**config.mk**
```make
export PLATFORM = sky130hd
export DESIGN_NAME = emt_takeover
export DESIGN_NICKNAME = d
export VERILOG_FILES = /design/src/common/emt_pkg.sv /design/src/design/emt_takeover.sv
export SDC_FILE = /design/constraint.sdc
export NUM_CORES = 1
export LEC_CHECK = 0
export BUFFER_PORTS_ARGS = -buffer_cell sky130_fd_sc_hd__buf_4
export CAP_MARGIN = 20
export CORE_MARGIN = 1.5
export CORE_UTILIZATION = 45
export DETAILED_ROUTE_END_ITERATION = 16
export REMOVE_ABC_BUFFERS = 1
export SKIP_CTS_REPAIR_TIMING = 1
export SYNTH_ARGS = -nofsm -noshare
export SYNTH_HDL_FRONTEND = slang
export SYNTH_SLANG_ARGS = --single-unit
```
**constraint.sdc**
```tcl
create_clock -name i_clk -period 2.2 [get_ports i_clk]
set_input_delay 0.44 -clock i_clk [delete_from_list [all_inputs] [get_ports i_clk]]
set_output_delay 0.44 -clock i_clk [all_outputs]
set_load 0.02 [all_outputs]
```
**src/common/emt_pkg.sv**
```systemverilog
/*
  emt_pkg: widths, reset values, timing counts and state types of the
  emulator takeover and i/o space block.
  assumes a single 250 MHz processor clock.
*/
package emt_pkg;
  // clock and i/o strobe timing
  localparam int unsigned CLK_PERIOD_PS = 4000;
  localparam int unsigned IO_STROBE_NS = 12;
  localparam int unsigned IO_STROBE_CYC = (IO_STROBE_NS * 1000 + CLK_PERIOD_PS - 1) / CLK_PERIOD_PS;
  // widths
  localparam int unsigned IO_ADDR_W = 11;
  localparam int unsigned DREG_W = 16;
  localparam int unsigned DREG_N = 16;
  localparam int unsigned DREG_IDX_W = 4;
  localparam int unsigned MODE_W = 3;
  localparam int unsigned IO_CNT_W = 2;
  // counts and reset values
  localparam logic [IO_CNT_W-1:0] IO_CNT_LAST = IO_CNT_W'(IO_STROBE_CYC - 1);
  localparam logic [IO_CNT_W-1:0] IO_CNT_RST = 2'h0;
  localparam logic [MODE_W-1:0] BOOT_MODE_RST = 3'h0;
  localparam logic [IO_ADDR_W-1:0] IO_ADDR_RST = 11'h000;
  localparam logic [DREG_W-1:0] DREG_RST = 16'h0000;

  // i/o access sequencer states
  typedef enum logic [1:0]
  {
    IO_IDLE = 2'b00,
    IO_STROBE = 2'b01,
    IO_DONE = 2'b10
  } emt_io_st_t;

  // whole state of the block
  typedef struct packed {
    logic ee_m;
    logic ee_q;
    logic rst_m;
    logic rst_q;
    logic erst_m;
    logic erst_q;
    logic br_m;
    logic br_q;
    logic ebr_m;
    logic ebr_q;
    logic [MODE_W-1:0] mode_m;
    logic [MODE_W-1:0] mode_q;
    logic [DREG_W-1:0] iod_m;
    logic [DREG_W-1:0] iod_q;
    logic core_rst_n;
    logic [MODE_W-1:0] boot_mode;
    logic grant_n;
    logic bg_oe;
    logic release_bus;
    emt_io_st_t io_st;
    logic [IO_CNT_W-1:0] io_cnt;
    logic io_is_wr;
    logic [DREG_IDX_W-1:0] io_idx;
    logic [IO_ADDR_W-1:0] io_addr;
    logic [DREG_W-1:0] io_wdata;
    logic io_doe;
    logic io_rd_n;
    logic io_wr_n;
    logic io_done;
    logic [DREG_W-1:0] io_rdata;
    logic [DREG_N-1:0][DREG_W-1:0] dregs;
  } emt_state_t;
endpackage : emt_pkg

```
**src/design/emt_takeover.sv**
```systemverilog
/*
  emt_takeover: emulator takeover of reset and bus arbitration, boot mode
  latch, and the i/o space access sequencer with its sixteen data registers.
  assumes pins arrive asynchronously; core status inputs are on i_clk.
*/
// Function
// - i/o read and write move a value between one of sixteen data registers and i/o address 0..2047.
// - the three boot mode pins are captured when chip reset deasserts.
// - an emulator reset is a full chip reset that recaptures the mode pins on release.
// - with emulator enable set, reset, bus request and bus grant use the emulator pins.
// - with emulator enable set, the normal bus grant output is three-stated.
// - during emulation target reset and bus request are ignored while stepping or halted.
// - a target master may drive the bus only while the processor asserts bus grant.
// - emulator pins have no effect unless emulation is in progress.
// - an idle processor grants a bus request next cycle, releasing its bus and halting.
// - bus request handling works at all times, also while reset is held.
`timescale 1ns/10ps
module emt_takeover
  import emt_pkg::*;
(
  input wire logic i_clk,
  input wire logic i_resetn,
  input wire logic i_emu_enable,
  input wire logic i_reset_n,
  input wire logic i_emu_reset_n,
  input wire logic i_bus_request_n,
  input wire logic i_emu_bus_request_n,
  input wire logic [MODE_W-1:0] i_mode,
  input wire logic i_single_step,
  input wire logic i_emu_halted,
  input wire logic i_ext_access,
  input wire logic i_io_req,
  input wire logic i_io_wr,
  input wire logic [DREG_IDX_W-1:0] i_io_dreg,
  input wire logic [IO_ADDR_W-1:0] i_io_addr,
  input wire logic [DREG_W-1:0] i_io_data,
  input wire logic i_dreg_load,
  input wire logic [DREG_IDX_W-1:0] i_dreg_idx,
  input wire logic [DREG_W-1:0] i_dreg_wdata,
  output logic o_core_reset_n,
  output logic [MODE_W-1:0] o_boot_mode,
  output logic o_bus_grant_n,
  output logic o_bus_grant_n_oe,
  output logic o_emu_bus_grant_n,
  output logic o_bus_release,
  output logic [IO_ADDR_W-1:0] o_io_addr,
  output logic [DREG_W-1:0] o_io_data,
  output logic o_io_data_oe,
  output logic o_io_rd_n,
  output logic o_io_wr_n,
  output logic o_io_done,
  output logic [DREG_W-1:0] o_io_rdata
);

  emt_state_t s_q;
  emt_state_t s_d;
  logic gate_target;
  logic rst_sel;
  logic br_eff;
  logic io_start;

  // pick the active reset and request pins
  always_comb
  begin
    gate_target = s_q.ee_q & (i_single_step | i_emu_halted);
    if (s_q.ee_q)
    begin
      rst_sel = s_q.erst_q & (s_q.rst_q | gate_target);
      br_eff = ~s_q.ebr_q | (~s_q.br_q & ~gate_target);
    end
    else
    begin
      rst_sel = s_q.rst_q;
      br_eff = ~s_q.br_q;
    end
    // bus request has priority over starting an i/o access
    io_start = (s_q.io_st == IO_IDLE) & i_io_req & s_q.grant_n & ~br_eff;
  end

  // next state
  always_comb
  begin
    s_d = s_q;
    // two-stage synchronisers for all pins
    s_d.ee_m = i_emu_enable;
    s_d.ee_q = s_q.ee_m;
    s_d.rst_m = i_reset_n;
    s_d.rst_q = s_q.rst_m;
    s_d.erst_m = i_emu_reset_n;
    s_d.erst_q = s_q.erst_m;
    s_d.br_m = i_bus_request_n;
    s_d.br_q = s_q.br_m;
    s_d.ebr_m = i_emu_bus_request_n;
    s_d.ebr_q = s_q.ebr_m;
    s_d.mode_m = i_mode;
    s_d.mode_q = s_q.mode_m;
    s_d.iod_m = i_io_data;
    s_d.iod_q = s_q.iod_m;
    // reset follows the selected pin; mode latched on release
    s_d.core_rst_n = rst_sel;
    if (rst_sel && !s_q.core_rst_n)
    begin
      s_d.boot_mode = s_q.mode_q;
    end
    // bus arbitration, independent of core reset
    s_d.bg_oe = ~s_q.ee_q;
    if (!br_eff)
    begin
      s_d.grant_n = 1'b1;
    end
    else if (!i_ext_access && s_q.io_st == IO_IDLE)
    begin
      s_d.grant_n = 1'b0;
    end
    s_d.release_bus = ~s_d.grant_n;
    // data register load from the core
    if (i_dreg_load)
    begin
      s_d.dregs[i_dreg_idx] = i_dreg_wdata;
    end
    // i/o access sequencer
    s_d.io_done = 1'b0;
    case (s_q.io_st)
      IO_IDLE:
      begin
        if (io_start)
        begin
          s_d.io_st = IO_STROBE;
          s_d.io_cnt = IO_CNT_RST;
          s_d.io_is_wr = i_io_wr;
          s_d.io_idx = i_io_dreg;
          s_d.io_addr = i_io_addr;
          s_d.io_wdata = s_q.dregs[i_io_dreg];
          s_d.io_doe = i_io_wr;
          s_d.io_rd_n = i_io_wr;
          s_d.io_wr_n = ~i_io_wr;
        end
      end
      IO_STROBE:
      begin
        s_d.io_cnt = s_q.io_cnt + 2'h1;
        if (s_q.io_cnt == IO_CNT_LAST)
        begin
          s_d.io_st = IO_DONE;
          s_d.io_rd_n = 1'b1;
          s_d.io_wr_n = 1'b1;
          s_d.io_doe = 1'b0;
          s_d.io_done = 1'b1;
          if (!s_q.io_is_wr)
          begin
            s_d.io_rdata = s_q.iod_q;
            s_d.dregs[s_q.io_idx] = s_q.iod_q;
          end
        end
      end
      IO_DONE:
      begin
        s_d.io_st = IO_IDLE;
      end
      default:
      begin
        s_d.io_st = IO_IDLE;
      end
    endcase
  end

  // state register
  always_ff @(posedge i_clk or negedge i_resetn)
  begin
    if (!i_resetn)
    begin
      s_q <= '{ee_m: 1'b0, ee_q: 1'b0, rst_m: 1'b0, rst_q: 1'b0, erst_m: 1'b1,
               erst_q: 1'b1, br_m: 1'b1, br_q: 1'b1, ebr_m: 1'b1, ebr_q: 1'b1,
               mode_m: BOOT_MODE_RST, mode_q: BOOT_MODE_RST, iod_m: DREG_RST,
               iod_q: DREG_RST, core_rst_n: 1'b0, boot_mode: BOOT_MODE_RST,
               grant_n: 1'b1, bg_oe: 1'b1, release_bus: 1'b0, io_st: IO_IDLE,
               io_cnt: IO_CNT_RST, io_is_wr: 1'b0, io_idx: 4'h0,
               io_addr: IO_ADDR_RST, io_wdata: DREG_RST, io_doe: 1'b0,
               io_rd_n: 1'b1, io_wr_n: 1'b1, io_done: 1'b0, io_rdata: DREG_RST,
               dregs: '0};
    end
    else
    begin
      s_q <= s_d;
    end
  end

  // outputs straight from the state register
  assign o_core_reset_n = s_q.core_rst_n;
  assign o_boot_mode = s_q.boot_mode;
  assign o_bus_grant_n = s_q.grant_n;
  assign o_bus_grant_n_oe = s_q.bg_oe;
  assign o_emu_bus_grant_n = s_q.grant_n;
  assign o_bus_release = s_q.release_bus;
  assign o_io_addr = s_q.io_addr;
  assign o_io_data = s_q.io_wdata;
  assign o_io_data_oe = s_q.io_doe;
  assign o_io_rd_n = s_q.io_rd_n;
  assign o_io_wr_n = s_q.io_wr_n;
  assign o_io_done = s_q.io_done;
  assign o_io_rdata = s_q.io_rdata;
endmodule : emt_takeover

```
==> reports/results.txt, run 1 <==
# IOs: 122
Worst rel slew slack: 43.6%
Hold WC Path Type: input port to register
Post-synth EDFFs: 0
CTS tree: yes
Min Tclk post-route: 2.06 ns
Nets: 2,008
Vias: 18,615
GP Congestion: 0.891
Ys async rst share: 100%
Syn Area/Cell: 9.77 um^2
First-pass GRT wire length: 116 mm
Mapped Area: 19,700 um^2
Slew @ Worst Pin: 0.846 ns
N_diodes: 0
Layout cell share with drive strength beyond 1: 22.1%
VDD IR-drop max: 0.639 mV
RSZ-0062 raised after global routing: no
CTS root buf: clkbuf_16
Most Used Layer, Global Route: met2
Final Max Tran Viols: 0
Area growth, synth to finish: 14.4%
Critical path class: register to register
IO buf count: 121
Drt first pass iters: 6
Tcrit/Tclk final: 93.6%
Status: complete, no violations
Setup TNS: 0 ns
Initial core utilization: 45.6%
WP data arrival: 2.53 ns
Max Clk Rate: 0.486 GHz
Final Hold Fails: 0
Placeable core area: 43,100 um^2
Drt via density: 7.28
Worst setup margin: 0.142 ns
M1 GR Usage: 45.0%
Post-DP HPWL: 41.8 mm
TritonCTS buffer count: 42
Synth unique cells: 43
GRT Residual Overflow: 0
P per Cell Area: 1240 nW/um^2
CP Max Fanout: 51
Max clock buf depth: 3
Number of H-tree levels: 2
Die Y: 212 um
CP Capture Type: register
CTS clk-pin slew, worst paths: 0.06 ns
Max Cap Viol: 0
Pin count of the biggest net entering global routing: 68
Total die area: 45,000 um^2
Rows: 76
Layout fillers: 3,801
#FFs+latches synth: 367
GRT Util Overall: 33.8%
Crit start category: register
Grt met3 use: 9.88%
Layout Skew: 0.0182 ns
Top FF cell, synth: dfrtp_1
P_leak: 8.16 nW
Chip width: 212 um
Worst slack, placed: 0.185 ns
Seq/Total Area, Yosys: 46.8%
Final setup viols: 0
Synth Warn #: 0
Initial antenna violation count: 0
DRT iter0 DRCs: 2,388
ANT nets after route: 0
Skew-Pair Late Insertion Delay: 0.58 ns
WL per Instance: 29.6 um
Vias in the first global route: 18,712
Synthesized instance count: 2,013
Num Clock Sinks: 367
DR DRC count: 0
Drt total wl: 75.8 mm
Critical path data required time: 2.68 ns
Met2 Resource Use GR: 50.4%
[where the power goes]
| part | total, W | switching (W) | leakage (nW) | internal (W) |
|---|---|---|---|---|
| logic | 0.00987 | 0.00592 | 3.13 | 0.00395 |
| registers | 0.0111 | 0.00167 | 4.36 | 0.00942 |
| clock network | 0.00704 | 0.00291 | 0.671 | 0.00413 |
| total | 0.0280 | 0.0105 | 8.16 | 0.0175 |
[worst paths after layout]
| check | endpoint | from | depth (start not counted) | slack (ns) |
|---|---|---|---|---|
| max | s_q[35]$_DFF_PN0_ | s_q[306]$_DFFE_PN0P_ | 4 | 0.14 |
| min | o_io_addr[7]$_DFFE_PN0P_ | i_io_addr[7] | 2 | 0.10 |
| max reg2reg | s_q[35]$_DFF_PN0_ | s_q[306]$_DFFE_PN0P_ | 4 | 0.14 |
| min reg2reg | s_q[332]$_DFF_PN0_ | s_d[332]$_DFF_PN0_ | 0 | 0.35 |
| max in group asynchronous | s_q[90]$_DFF_PN0_ | i_resetn | 3 | 0.97 |
| min in group asynchronous | o_io_addr[6]$_DFFE_PN0P_ | i_resetn | 2 | 0.41 |
[through the flow]
step / util (%) / hold WS [ns] / total power [W] / instance area (um^2) / std cells
3_5_place_dp: 48.5 / 0.335 / 0.0206 / 20900 / 2456
2_1_floorplan: - / 0.144 / 0.0161 / 17800 / 1637
4_1_cts: 51.6 / -0.165 / 0.0276 / 22200 / 2533
6_report: 52.2 / 0.102 / 0.0280 / 22500 / 2558
3_3_place_gp: 48.5 / 0.332 / 0.0203 / 20900 / 2456
5_1_grt: 52.2 / 0.107 / 0.0291 / 22500 / 2558
[Yosys cell counts, drive strengths merged (4+ instances only)]
cell / instances / area, um^2
a221oi: 16 / 140
a31oi: 272 / 1700
buf: 166 / 1030
clkbuf: 210 / 788
dfrtp: 357 / 8930
dfstp: 10 / 263
inv: 7 / 26.3
mux2: 34 / 383
mux2i: 16 / 160
mux4: 64 / 1440
nand2: 7 / 26.3
nand2b: 10 / 62.6
nand3: 258 / 1290
nor4: 256 / 1600
o21ai: 259 / 1300
o22ai: 17 / 106
or2: 4 / 25.0
or3: 17 / 126
[registers in the layout, indices dropped and copies added (netlist names), 3 cells and up]
name	flops
s_d	24
o_boot_mode	3
o_io_addr	11
s_q	289
o_io_data	16
o_io_rdata	16
[area by class of cell]
class	count	area (um^2)	share of cell area [%]
Multi-Input combinational cell	1263	8720	38.8
Clock buffer	68	1290	5.75
Inverter	7	26.3	0.117
Timing Repair Buffer	259	2450	10.9
Tap cell	585	732	3.25
Sequential cell	367	9200	40.9
Clock inverter	9	72.6	0.323
[kinds of logic after synthesis]
logic type,Yosys count,synth area share (%)
AOI/OAI and AO/OA,572,16.8
muxes,114,10.1
and+or+nand+nor,576,16.9
buffers and inverters,383,9.36
adders and majority gates,1,0.0636
DFF,367,46.8
[critical path, cell delays in order, from the launching register on]
cell and delay, ns:
dfrtp_1 0.42, or2_2 0.46, buf_4 0.75, nor4_1 0.08, a31oi_1 0.22
[cells in the final DEF, fill, tap and decap left out, types with 6 or more instances in the layout]
| cell type | synthesis | layout |
|---|---|---|
| a221oi_1 | 16 | 16 |
| a31oi_1 | 272 | 272 |
| buf_12 | 0 | 35 |
| buf_4 | 59 | 198 |
| clkbuf_1 | 210 | 15 |
| clkbuf_16 | 0 | 45 |
| clkbuf_8 | 0 | 8 |
| clkinv_2 | 0 | 7 |
| dfrtp_1 | 357 | 357 |
| dfstp_2 | 10 | 10 |
| dlygate4sd3_1 | 0 | 25 |
| inv_1 | 7 | 7 |
| mux2_2 | 34 | 34 |
| mux2i_1 | 16 | 16 |
| mux4_2 | 64 | 64 |
| nand2b_2 | 0 | 6 |
| nand3_1 | 258 | 258 |
| nor4_1 | 256 | 256 |
| o21ai_0 | 249 | 249 |
| o21ai_1 | 10 | 10 |
| o22ai_1 | 17 | 17 |
| or3_1 | 13 | 13 |
[layer usage]
layer	part of all wire, %	vias to the layer above
met4	4.5	0
met3	13	270
met5	0	-
li1	-	7562
met1	38	9227
met2	44	1556
Power figures use the tool's default switching activity.
==> run 2, diff against run 1 <==
- CORE_ASPECT_RATIO: not set -> 0.7
- CTS_CLUSTER_DIAMETER: not set -> 150
==> run 2 against run 1 <==
- via count rose by 2.4%
- worst setup slack lost 0.10 ns
- fmax is 4.7% lower
- critical endpoint is now s_q[9]$_DFF_PN0_
- final cell count down 0.70%
- largest cell class unchanged
- register-to-register slack got worse by 0.10 ns
- die area barely moved
- combinational power is essentially flat
- utilization increased by 0.16 points
- sequential cell count stayed put
- critical path type unchanged
- largest power group unchanged
- clock-buffer cell count is 10 lower
- global-route usage grew 1.8 points
==> reports/results.txt, run 2 (synthesized netlist as in run 1, its figures left out) <==
Slowest CP cell: nor4_1
N_diodes: 0
Critical path class: register to register
Hold slack: 0.00638 ns
Drt first pass iters: 8
Number of H-tree levels: 2
Largest register FFs: 289
Initial antenna violation count: 0
Critical path's largest stage delay: 0.43 ns
Pin count of the biggest net entering global routing: 115
# IOs: 122
GRT Util Overall: 35.5%
Reg2Reg Depth: 6
VDD IR-drop max: 0.730 mV
Hold path cells: 1
Total die area: 45,000 um^2
ANT nets after route: 0
P_sw: 0.0107 W
Vias: 19,061
Skew-Pair Late Insertion Delay: 0.56 ns
P per Cell Area: 1240 nW/um^2
IO buf count: 121
Setup TNS: 0 ns
Area growth, synth to finish: 13.8%
Vias in the first global route: 18,796
WHS Endpoint: s_d[329]$_DFF_PN0_
GRT Residual Overflow: 0
Placeable core area: 42,700 um^2
Levels on crit path: 6
GP Congestion: 0.869
First-pass GRT wire length: 121 mm
Int Power: 0.0171 W
Biggest register: s_q
Worst rel slew slack: 34.5%
WP data arrival: 2.59 ns
Seq pwr share: 39.9%
Layout cell share with drive strength beyond 1: 21.7%
Critical path data required time: 2.63 ns
Final setup viols: 0
Post-placement cell count: 2,446
Fin cells: 2,540
Final Hold Fails: 0
Initial core utilization: 46.0%
Layout Skew: 0.0150 ns
Crit Reg-Reg Endpoint: s_q[9]$_DFF_PN0_
CTS root buf: clkbuf_16
Clk pwr share: 23.8%
Num Clock Sinks: 367
DR DRC count: 0
Net Sw Frac: 38.4%
CP top delay family: simple AND/OR/NAND/NOR gates
CTS clk-pin slew, worst paths: 0.07 ns
Die Y: 178 um
Final Util: 52.4%
Most common cell after layout, fill and taps aside: dfrtp_1
Hold path start: i_io_data[10]
TritonCTS buffer count: 38
WL per Instance: 31.8 um
Nets: 1,994
Worst path cell trace: inv_1, ha_2, nand4bb_4, buf_12, nor4_1, a31oi_1
Rows: 63
Worst R2R Setup Slack: 0.04 ns
Commonest cells after routing, fill and taps aside: dfrtp_1 (357), a31oi_1 (272), nand3_1 (258), nor4_1 (256), o21ai_0 (249)
RSZ-0062 raised after global routing: no
Worst r2r src: s_q[308]$_DFFE_PN0P_
Chip width: 253 um
Total Power: 0.0278 W
Max clock buf depth: 3
Max Clk Rate: 0.463 GHz
Max Cap Viol: 0
CTS tree: yes
Slew @ Worst Pin: 0.982 ns
Drt via density: 7.50
Drt total wl: 80.8 mm
Post-DP HPWL: 42.8 mm
CP Max Fanout: 114
Tcrit/Tclk final: 98.2%
Min Tclk post-route: 2.16 ns
Hold WC Path Type: input port to register
CP Capture Type: register
Status: complete, no violations
Crit start category: register
WP buf/inv: 2
P_leak: 8.07 nW
Gate power share: 36.3%
DRT iter0 DRCs: 3,105
Final Max Tran Viols: 0
-- run 2: cell count changes in the layout (fill, tap and decap cells not counted), sizes merged --
cell,previous run,this run
nand4bb,1,2
dlygate4sd3,25,24
clkinv,7,6
clkbuf,68,58
buf,234,224
clkinvlp,1,4
-- run 2: per-layer routing --
metal | vias to the layer above | global-route usage, % | share of wire, %
li1 | 7557 | - | -
met4 | 2 | 15.6 | 4.6
met5 | - | 0.549 | 0.045
met3 | 327 | 11.3 | 14
met1 | 9479 | 49.0 | 39
met2 | 1696 | 51.0 | 42
-- run 2: area by class of cell --
type	instances	area, um^2
multi-input cells	1264	8750
inverters	7	26.3
fillers	3797	20300
well taps	585	732
clock inverters	11	90.1
repair buffers	248	2430
clock buffers	58	1150
flip-flops and latches	367	9200
-- run 2: worst reg2reg max path: stages (launching register included) --
cell       delay, ns
dfrtp_1         0.38
inv_1           0.08
ha_2            0.29
nand4bb_4       0.29
buf_12          0.31
nor4_1          0.62
a31oi_1         0.08
-- run 2: power groups by stage --
stage | Sequential (W) | Clock, W | Combinational [W]
floorplan | 0.0109 | 0 | 0.00519
global placement | 0.0110 | 0 | 0.00947
detailed placement | 0.0110 | 0 | 0.00970
CTS | 0.0109 | 0.00666 | 0.00972
global route | 0.0113 | 0.00695 | 0.0106
finish | 0.0111 | 0.00662 | 0.0101
-- run 2: worst max path at each step --
| stage | start | endpoint | slack (ns) |
|---|---|---|---|
| 2_1_floorplan | s_q[308]$_DFFE_PN0P_ | s_q[192]$_DFF_PN0_ | -7.18 |
| 3_3_place_gp | s_q[308]$_DFFE_PN0P_ | o_io_rdata[3]$_DFFE_PN0P_ | 0.07 |
| 3_5_place_dp | s_q[308]$_DFFE_PN0P_ | s_q[228]$_DFF_PN0_ | 0.05 |
| 4_1_cts | s_q[308]$_DFFE_PN0P_ | s_q[99]$_DFF_PN0_ | 0.03 |
| 5_1_grt | s_q[308]$_DFFE_PN0P_ | s_q[191]$_DFF_PN0_ | 0.04 |
| 6_report | s_q[308]$_DFFE_PN0P_ | s_q[9]$_DFF_PN0_ | 0.04 |
-- run 2: per-stage QoR --
| step | worst slack (ns) | area (um^2) |
|---|---|---|
| final | 0.0397 | 22400 |
| after floorplan | -7.18 | 17800 |
| after CTS | 0.0304 | 22100 |
| after global placement | 0.0654 | 20900 |
| after global routing | 0.0360 | 22400 |
| after detailed placement | 0.0482 | 20900 |
